<file path="config.mk">
export PLATFORM = sky130hd
export DESIGN_NAME = meob_framer
export DESIGN_NICKNAME = d
export VERILOG_FILES = /design/src/meob_pkg.sv /design/src/meob_rx_capture.sv /design/src/meob_framer.sv
export SDC_FILE = /design/constraint.sdc
export NUM_CORES = 1
export LEC_CHECK = 0
export ABC_AREA = 1
export BUFFER_PORTS_ARGS = -buffer_cell sky130_fd_sc_hd__buf_2
export CORE_AREA = 3 3 40 42
export CTS_CLUSTER_DIAMETER = 40
export DETAILED_ROUTE_END_ITERATION = 7
export DIE_AREA = 0 0 43 45
export SETUP_SLACK_MARGIN = 0.5
export SYNTH_ARGS = -nofsm -noshare
export SYNTH_HDL_FRONTEND = slang
export SYNTH_SLANG_ARGS = --single-unit
</file>
<file path="constraint.sdc">
create_clock -name clk -period 1.1 [get_ports clk]
set_input_delay 0.165 -clock clk [delete_from_list [all_inputs] [get_ports clk]]
set_output_delay 0.165 -clock clk [all_outputs]
set_load 0.02 [all_outputs]
</file>
<file path="src/meob_pkg.sv">
// constants and types for the m4 extension overhead bit framer
// Contract
// - power status in frames two and three
// - all power normal sends 11
// - battery bad, primary good sends 10
// - primary bad, battery good sends 01
// - both bad sends dying gasp 00
// - power status unused sends ones in SN3
// - test mode indicator in frame four
// - one normal, zero test, unused one
// - local customer maintenance means test mode
// - cold start only flag in frame five
// - cold start only one, else zero
// - received activation request drives s/t activation
// - s/t activity indicator in frame seven
// - activity one on INFO 1 or 3
// - activity unused sends one in SN3
package meob_pkg;
  // ----------------------------------------
  // multiframe positions (basic frame index 0..7)
  // ----------------------------------------
  localparam logic [2:0] MEOB_FRM_PS1 = 3'h1;
  localparam logic [2:0] MEOB_FRM_PS2 = 3'h2;
  localparam logic [2:0] MEOB_FRM_NTM = 3'h3;
  localparam logic [2:0] MEOB_FRM_CSO = 3'h4;
  localparam logic [2:0] MEOB_FRM_ACT7 = 3'h6;
  localparam logic [2:0] MEOB_FRM_LAST = 3'h7;
  localparam int MEOB_NFRM = 32'h0000_0008;
  // unused functions and idle positions send one
  localparam logic MEOB_BIT_UNUSED = 1'h1;
  // ----------------------------------------
  // power status codes
  // ----------------------------------------
  localparam logic [1:0] MEOB_PS_ALL_NORMAL = 2'h3;
  localparam logic [1:0] MEOB_PS_SEC_OUT = 2'h2;
  localparam logic [1:0] MEOB_PS_PRI_OUT = 2'h1;
  localparam logic [1:0] MEOB_PS_DYING_GASP = 2'h0;
  // ----------------------------------------
  // receive capture states
  // ----------------------------------------
  typedef enum logic [0:0] {
    MEOB_RX_WAIT = 1'b0,
    MEOB_RX_SYNC = 1'b1
  } meob_rx_state_t;
endpackage

</file>
<file path="src/meob_rx_capture.sv">
// receive side capture of the activation request bit
`timescale 1ns/1ns
`default_nettype none
module meob_rx_capture (
  input wire logic clk, // 25 mhz clock
  input wire logic sys_rst, // async reset, active high
  input wire logic rx_m4_valid, // one cycle pulse, m4 bit present
  input wire logic [2:0] rx_frame_idx, // basic frame index of that bit
  input wire logic rx_m4_bit, // received m4 bit
  output logic st_activate, // latest activation request
  output logic rx_update // pulse, multiframe values refreshed
);
  typedef struct packed {
    meob_pkg::meob_rx_state_t st;
    logic pend;
    logic act;
    logic upd;
  } meob_rx_t;
  meob_rx_t r;
  meob_rx_t next_r;

  always_comb begin
    next_r = r;
    next_r.upd = 1'b0;
    if (rx_m4_valid) begin
      if (rx_frame_idx == meob_pkg::MEOB_FRM_ACT7) begin
        next_r.pend = rx_m4_bit;
        next_r.st = meob_pkg::MEOB_RX_SYNC;
      end
      if (rx_frame_idx == meob_pkg::MEOB_FRM_LAST) begin
        case (r.st)
          meob_pkg::MEOB_RX_SYNC: begin
            next_r.act = r.pend;
            next_r.upd = 1'b1;
            next_r.st = meob_pkg::MEOB_RX_WAIT;
          end
          default: next_r.st = meob_pkg::MEOB_RX_WAIT;
        endcase
      end
    end
  end

  always_ff @(posedge clk or posedge sys_rst) begin
    if (sys_rst) begin
      r <= '{
        st: meob_pkg::MEOB_RX_WAIT,
        pend: meob_pkg::MEOB_BIT_UNUSED,
        act: meob_pkg::MEOB_BIT_UNUSED,
        upd: 1'h0
      };
    end else begin
      r <= next_r;
    end
  end

  assign st_activate = r.act;
  assign rx_update = r.upd;
endmodule
`default_nettype wire

</file>
<file path="src/meob_framer.sv">
// nt1 side m4 extension overhead bit inserter and extractor
`timescale 1ns/1ns
`default_nettype none
module meob_framer (
  input wire logic clk, // 25 mhz clock
  input wire logic sys_rst, // async reset, active high
  input wire logic tx_m4_req, // pulse, m4 bit needed for tx frame
  input wire logic [2:0] tx_frame_idx, // basic frame index being sent
  input wire logic tx_sn3, // sending SN3
  output logic tx_m4_bit, // registered m4 bit to insert
  output logic tx_m4_own, // registered, bit is an extension bit
  input wire logic ps_enable, // power status function used
  input wire logic primary_ok, // primary power normal
  input wire logic battery_ok, // back-up battery normal
  input wire logic ntm_enable, // test mode function used
  input wire logic maint_d, // local maintenance on d channel
  input wire logic maint_b1, // local maintenance on b1
  input wire logic maint_b2, // local maintenance on b2
  input wire logic cso_capable, // transceiver is cold start only
  input wire logic sai_enable, // s/t activity function used
  input wire logic st_info13, // INFO 1 or INFO 3 seen at s/t
  input wire logic rx_m4_valid, // pulse, received m4 bit present
  input wire logic [2:0] rx_frame_idx, // received basic frame index
  input wire logic rx_m4_bit, // received m4 bit
  output logic st_activate, // registered s/t activation request
  output logic rx_update // pulse, received values refreshed
);
  // ----------------------------------------
  // state
  // ----------------------------------------
  typedef struct packed {
    logic bit_out;
    logic own;
  } meob_tx_t;
  meob_tx_t r;
  meob_tx_t next_r;
  logic [1:0] ps_code;
  logic test_mode;
  logic ntm_bit;
  logic cso_bit;
  logic sai_bit;
  logic [meob_pkg::MEOB_NFRM-1:0] tab_bit;
  logic [meob_pkg::MEOB_NFRM-1:0] tab_own;

  // ----------------------------------------
  // decoders
  // ----------------------------------------
  // power status pair from the two supplies
  function automatic logic [1:0] meob_ps_encode(
    input logic pri,
    input logic bat
  );
    logic [1:0] code;
    code = meob_pkg::MEOB_PS_DYING_GASP;
    if (pri && bat) begin
      code = meob_pkg::MEOB_PS_ALL_NORMAL;
    end else if (pri) begin
      code = meob_pkg::MEOB_PS_SEC_OUT;
    end else if (bat) begin
      code = meob_pkg::MEOB_PS_PRI_OUT;
    end
    return code;
  endfunction

  // optional indicator, an unused function sends one
  function automatic logic meob_opt_bit(
    input logic used,
    input logic value
  );
    logic b;
    b = meob_pkg::MEOB_BIT_UNUSED;
    if (used) begin
      b = value;
    end
    return b;
  endfunction

  // frames that carry an extension bit toward the line
  function automatic logic meob_is_ext(
    input logic [2:0] idx
  );
    logic hit;
    case (idx)
      meob_pkg::MEOB_FRM_PS1: begin
        hit = 1'h1;
      end
      meob_pkg::MEOB_FRM_PS2: begin
        hit = 1'h1;
      end
      meob_pkg::MEOB_FRM_NTM: begin
        hit = 1'h1;
      end
      meob_pkg::MEOB_FRM_CSO: begin
        hit = 1'h1;
      end
      meob_pkg::MEOB_FRM_ACT7: begin
        hit = 1'h1;
      end
      default: begin
        hit = 1'h0;
      end
    endcase
    return hit;
  endfunction

  // bit carried at one frame position
  function automatic logic meob_pos_bit(
    input logic [2:0] idx,
    input logic [1:0] ps,
    input logic ntm,
    input logic cso,
    input logic sai
  );
    logic b;
    case (idx)
      meob_pkg::MEOB_FRM_PS1: begin
        b = ps[1];
      end
      meob_pkg::MEOB_FRM_PS2: begin
        b = ps[0];
      end
      meob_pkg::MEOB_FRM_NTM: begin
        b = ntm;
      end
      meob_pkg::MEOB_FRM_CSO: begin
        b = cso;
      end
      meob_pkg::MEOB_FRM_ACT7: begin
        b = sai;
      end
      default: begin
        b = meob_pkg::MEOB_BIT_UNUSED;
      end
    endcase
    return b;
  endfunction

  // ----------------------------------------
  // indicator sources
  // ----------------------------------------
  assign ps_code = ps_enable ? meob_ps_encode(primary_ok, battery_ok)
    : meob_pkg::MEOB_PS_ALL_NORMAL;
  assign test_mode = maint_d | maint_b1 | maint_b2;
  assign ntm_bit = meob_opt_bit(ntm_enable, ~test_mode);
  assign cso_bit = cso_capable;
  assign sai_bit = meob_opt_bit(sai_enable, st_info13);

  // ----------------------------------------
  // position table
  // ----------------------------------------
  // one entry per basic frame of the multiframe
  for (genvar g = 0; g < meob_pkg::MEOB_NFRM; g++) begin : g_pos
    assign tab_own[g] = meob_is_ext(3'(g));
    assign tab_bit[g] = meob_pos_bit(3'(g), ps_code, ntm_bit, cso_bit, sai_bit);
  end

  // ----------------------------------------
  // transmit insertion
  // ----------------------------------------
  always_comb begin
    next_r = r;
    if (tx_m4_req) begin
      next_r.own = tab_own[tx_frame_idx];
      next_r.bit_out = tab_bit[tx_frame_idx];
    end
  end

  always_ff @(posedge clk or posedge sys_rst) begin
    if (sys_rst) begin
      r <= '{bit_out: meob_pkg::MEOB_BIT_UNUSED, own: 1'h0};
    end else begin
      r <= next_r;
    end
  end

  assign tx_m4_bit = r.bit_out;
  assign tx_m4_own = r.own;

  // ----------------------------------------
  // receive extraction
  // ----------------------------------------
  meob_rx_capture u_rx (
    .clk(clk),
    .sys_rst(sys_rst),
    .rx_m4_valid(rx_m4_valid),
    .rx_frame_idx(rx_frame_idx),
    .rx_m4_bit(rx_m4_bit),
    .st_activate(st_activate),
    .rx_update(rx_update)
  );
endmodule
`default_nettype wire

</file>
==> results of run 1 <==
## final timing paths
path,endpoint,slack (ns),depth (start not counted)
setup reg to reg,u_rx.st_activate,0.34,2
min in group clk,u_rx.r[2],0.16,2
max in group asynchronous,u_rx.st_activate,1.02,2
hold reg to reg,u_rx.st_activate,0.47,2
setup / recovery,st_activate,0.05,1
hold / removal,u_rx.rx_update,-0.18,2
## flip-flops by register name, summed over array words and instances (netlist names)
signal / cells
u_rx.st_activate: 1
tx_m4_own: 1
u_rx.r: 2
u_rx.rx_update: 1
tx_m4_bit: 1
## power breakdown
group          leakage (nW)  internal (W)  switching [W]
Clock                0.0150      0.000138      0.0000849
Combinational         0.230      0.000107      0.0000983
Sequential           0.0684      0.000279      0.0000226
Total                 0.314      0.000523       0.000206
## metrics by stage
stage               utilization [%]  power (W)  instances
floorplan                         -   0.000397         45
global placement               38.7   0.000469         84
detailed placement             38.7   0.000472         84
CTS                            42.6   0.000743         88
global route                   43.1   0.000788         88
finish                         43.1   0.000729         88
## cell families after synthesis
logic type	Yosys count	share of synthesized area (%)
DFF	6	46.2
AOI/OAI and AO/OA	8	13.2
buffers and inverters	12	13.5
and+or+nand+nor	18	23.7
muxes	1	3.38
## final cells by class
type / instances / area (um2)
fillers: 131 / 731
multi-input cells: 27 / 164
flip-flops and latches: 6 / 155
repair buffers: 24 / 145
inverters: 12 / 45.0
clock buffers: 4 / 26.3
well taps: 15 / 18.8
## layout by cell type, fill, tap and decap left out, types with 2 or more instances in the layout
master / count
buf_2: 20
inv_2: 2
dfrtp_1: 2
a21oi_1: 4
inv_1: 10
nand2_1: 8
clkbuf_4: 3
buf_6: 4
nor2_1: 4
dfstp_2: 3
nand3b_1: 2
o21ai_1: 2
## routing by layer
layer	track usage [%]	wire, um	vias to the layer above
li1	-	-	194
met1	12.6	353	142
met2	12.3	290	23
met3	3.59	129	0
met4	9.04	0	0
met5	0	0	-
## repair_timing
action / in CTS / in global routing
endpoints found under the hold margin: 3 / 3
endpoints found under the setup margin: 10 / 10
resized for setup: 10 / 1
pin swaps: 0 / 0
## synthesized netlist by cell type
cell	instances	area, um2
inv_1	12	45.0
nand2_1	9	33.8
a21oi_1	4	20.0
nor2_1	4	15.0
dfrtp_1	3	75.1
dfstp_2	3	78.8
o21ai_0	3	15.0
nand3_1	2	10.0
nand3b_1	2	15.0
a22o_1	1	8.76
mux2_2	1	11.3
nor3_1	1	5.00
==> implementation parameters, run 1 <==
Parameter                              Value

Status
  Run status    finished with violations
  Failing checks    hold timing

Floorplan
  Std-Cell Core Area    0.00128 mm2
  Ports placed on the boundary    26
  Die height    45 um
  Area enclosed by the die boundary    0.00194 mm2
  Initial Utilization    25.9%
  Row cnt    13
  Die width    43 um

Hold path
  Class of the tightest hold or removal check    in -> async

Place
  Post-DP HPWL    617 um
  Worst slack after detailed placement    0.260 ns
  Final estimated routing congestion in global placement    0.781
  Standard cell area after detailed placement    497 um2
  I/O Buffers    24

Detailed routing
  Routed via count    359
  Starting DRC count in detailed routing    8
  Average routed wire per standard cell    8.77 um
  Routed WL    772 um
  DRT antenna net count    0
  Vias per inst    4.08
  Post-detailed-route DRC marker count    0
  Number of iterations in the first detailed-routing pass    3

Timing
  Sum of negative setup slack    0 ns
  Setup repair after global routing missed its margin    true
  Slew at the pin with the worst max-slew slack    0.223 ns
  Peak clock frequency supported by timing    0.957 GHz
  Hold Fails Final Rpt    3
  Worst slack on hold paths    -0.183 ns
  Relative slew margins    85.1%
  Final Critical Period    1.05 ns
  Crit share post-route    95.0%
  Finish-stage setup viols    0
  Final Max Tran Viols    0
  Post-route setup slack    0.0547 ns
  Final Skew    0.00688 ns

Clocking
  Cell chosen for the clock root    clkbuf_4
  Clock tree from TritonCTS    built
  TritonCTS buffer count    3
  Clk slew on worst S/H paths    0.05 ns
  # Post-CTS Setup Buffers    0
  # H-tree levels    1
  Clock latency on the worst-skew pair    0.25 ns
  Clock Tree Buf Depth    2
  TritonCTS sink count    6

Final layout
  Final instance area    554 um2
  Final #Nets    96
  Proportion of layout cells with a drive suffix above 1    50.7%
  Layout overhead on the synthesized area    66.5%
  Antenna Diode Count    0

Yosys
  Synthesized netlist cell count    45
  Share of synthesized area occupied by flip-flops and latches    46.2%
  Number of warnings reported in the yosys synthesis log    0
  Post-synth net total    67
  Total of flip-flops plus latches after synthesis    6
  Distinct cell type count of the synthesized netlist    12
  Synthesized area per cell    7.40 um2
  Netlist area before placement    333 um2

Setup path
  Crit start category    flop
  Crit-path leading delay family    flip-flops
  Max incr delay on CP    0.53 ns
  Cell at the slowest stage of the critical path    dfstp_2
  Worst Path Buf+Inv    1
  Setup CP Type    reg -> out
  Crit path cell chain    buf_6
  Arrival time of data at the critical path endpoint    0.88 ns
  Crit Reg-Reg Startpoint    u_rx.st_activate
  Max FO, Critical Path    2
  Critical path origin    u_rx.st_activate
  CP Data Required Time    0.94 ns
  Crit path capture type    output pin

Flow run
  Max-cap violation count    0

GRT
  Antenna violations before repair    0
  Total GRT Usage    9.74%
  Overflow left after global routing    0
  Number of global-route vias before repair    334
  Maximum number of pins on one net before global-route repair    7
  First-pass GRT wire length    1350 um

Power and ir drop
  Cell Pwr Density    1310 mW/mm2
  Worst ir drop on vdd    0.000595 V
  Static leakage    0.314 nW
No activity file was read; power rests on OpenSTA's default activity.
==> run 2: changes to the inputs <==
--- a/config.mk
+++ b/config.mk
@@ -11,7 +11,9 @@
 export CTS_CLUSTER_DIAMETER = 40
 export DETAILED_ROUTE_END_ITERATION = 7
 export DIE_AREA = 0 0 43 45
+export GPL_TIMING_DRIVEN = 0
 export SETUP_SLACK_MARGIN = 0.5
+export SKIP_CTS_REPAIR_TIMING = 1
 export SYNTH_ARGS = -nofsm -noshare
 export SYNTH_HDL_FRONTEND = slang
 export SYNTH_SLANG_ARGS = --single-unit
==> run 2 against run 1 <==
Effect of this change: via count up 2.2%; non-clock buffer count grew 1; wire length rose by 3.4%; critical path depth unchanged; clock skew grew 0.0018 ns; sequential share of layout area fell by 0.68 points; the run still ends with hold timing left; largest power group unchanged; final area grew 2.5%.
==> implementation parameters, run 2 (synthesis results as in run 1) <==
Parameter                              Value

Setup path
  Worst Path Buf+Inv    1
  Critical path origin    tx_m4_bit
  Crit path capture type    output pin
  Crit-path leading delay family    flip-flops
  Crit path cell chain    buf_6
  Setup CP Type    reg -> out
  Max incr delay on CP    0.53 ns
  Cell at the slowest stage of the critical path    dfstp_2
  Arrival time of data at the critical path endpoint    0.88 ns
  Crit start category    flop
  Max FO, Critical Path    2
  R2r setup slk    0.28 ns
  CP Data Required Time    0.94 ns
  Crit Reg-Reg Startpoint    tx_m4_bit

Power and ir drop
  Static leakage    0.319 nW
  Fraction of power consumed by combinational cells    29.3%
  Share of power burned in the clock network    29.5%
  Psw    0.000204 W
  Register share of total power    41.1%
  Internal power of the cells    0.000529 W
  Cell Pwr Density    1290 mW/mm2
  Worst ir drop on vdd    0.000828 V
  Fraction of power spent switching nets    27.8%

Timing
  Sum of negative setup slack    0 ns
  Slew at the pin with the worst max-slew slack    0.222 ns
  Peak clock frequency supported by timing    0.959 GHz
  Final Skew    0.00866 ns
  Crit share post-route    94.8%
  Setup repair after global routing missed its margin    true
  Final Max Tran Viols    0
  Hold Fails Final Rpt    3
  Final Critical Period    1.04 ns
  Relative slew margins    85.2%
  Worst slack on hold paths    -0.180 ns
  Finish-stage setup viols    0

Detailed routing
  DRT antenna net count    0
  Routed via count    367
  Routed WL    798 um
  Vias per inst    4.12
  Starting DRC count in detailed routing    0
  Post-detailed-route DRC marker count    0
  Number of iterations in the first detailed-routing pass    1
  Average routed wire per standard cell    8.97 um

Floorplan
  Die width    43 um
  Ports placed on the boundary    26
  Row cnt    13
  Initial Utilization    25.9%
  Std-Cell Core Area    0.00128 mm2
  Area enclosed by the die boundary    0.00194 mm2
  Die height    45 um

GRT
  First-pass GRT wire length    1210 um
  Total GRT Usage    8.73%
  Antenna violations before repair    0
  Number of global-route vias before repair    304
  Overflow left after global routing    0
  Maximum number of pins on one net before global-route repair    7

Final layout
  Final #Nets    97
  Proportion of layout cells with a drive suffix above 1    54.1%
  Antenna Diode Count    0
  Top reg by flops    u_rx.r
  Most frequent cells in the layout    buf_2, inv_1, nand2_1, buf_6
  Most common cell after layout, fill and taps aside    buf_2
  Largest register FFs    2
  Layout overhead on the synthesized area    70.7%
  Number of inserted filler cells in the final layout    136
  Final instance area    568 um2

Clocking
  Clock latency on the worst-skew pair    0.24 ns
  # H-tree levels    1
  Clock Tree Buf Depth    2
  TritonCTS buffer count    3
  Clk slew on worst S/H paths    0.05 ns
  TritonCTS sink count    6
  Cell chosen for the clock root    clkbuf_4
  Clock tree from TritonCTS    built

Place
  Standard cell area after detailed placement    497 um2
  I/O Buffers    24
  Post-DP HPWL    609 um
  Final estimated routing congestion in global placement    0.778

Flow run
  Max-cap violation count    0

Status
  Failing checks    hold timing
  Run status    finished with violations

Hold path
  Class of the tightest hold or removal check    in -> async
[run 2: changes by cell type in the layout (fill, tap and decap cells not counted), sizes merged]
cell / change
buf: +1
[run 2: final timing paths]
check | cells past startpoint | endpoint
max in group asynchronous | 2 | u_rx.st_activate
worst max register to register | 3 | tx_m4_bit
worst min-delay path | 2 | u_rx.rx_update
worst min register to register | 2 | u_rx.st_activate
min in group clk | 2 | u_rx.r[2]
worst max-delay path | 1 | tx_m4_bit
[run 2: metal layers]
metal	routed length (um)	track usage, %	vias to the layer above	share of wire [%]
met5	0	0	-	0
met4	0	7.23	0	0
met3	127	3.59	0	16
met2	322	11.1	23	40
met1	348	11.4	148	44
li1	-	-	196	-
[run 2: power by group through the flow]
| stage | clock [W] | combinational [W] | sequential [W] |
|---|---|---|---|
| 6_report | 0.000216 | 0.000215 | 0.000301 |
| 3_3_place_gp | 0 | 0.000172 | 0.000296 |
| 5_1_grt | 0.000253 | 0.000237 | 0.000306 |
| 2_1_floorplan | 0 | 0.0000700 | 0.000327 |
| 3_5_place_dp | 0 | 0.000174 | 0.000297 |
| 4_1_cts | 0.000230 | 0.000175 | 0.000294 |
[run 2: final cells by class]
type                            instances  area (um2)  share of cell area (%)
Multi-Input combinational cell         27         170                    30.0
Sequential cell                         6         155                    27.3
Timing Repair Buffer                   25         153                    26.9
Inverter                               12        45.0                    7.93
Clock buffer                            4        26.3                    4.63
Tap cell                               15        18.8                    3.30
[run 2: stage by stage]
stage,power (W),setup WS (ns),hold slack [ns],cells,utilization [%]
2_1_floorplan,0.000397,0.313,-0.0463,45,-
3_3_place_gp,0.000469,0.268,0.0802,84,38.7
3_5_place_dp,0.000471,0.253,0.0845,84,38.7
4_1_cts,0.000699,0.0119,-0.182,88,40.7
5_1_grt,0.000796,0.0218,-0.170,89,44.2
6_report,0.000732,0.0576,-0.180,89,44.2
[run 2: worst register-to-register path, cell delays in order, from the launching register on]
cell and delay [ns]:
dfstp_2 0.53, buf_4 0.10, nor2_2 0.03, a21oi_2 0.10
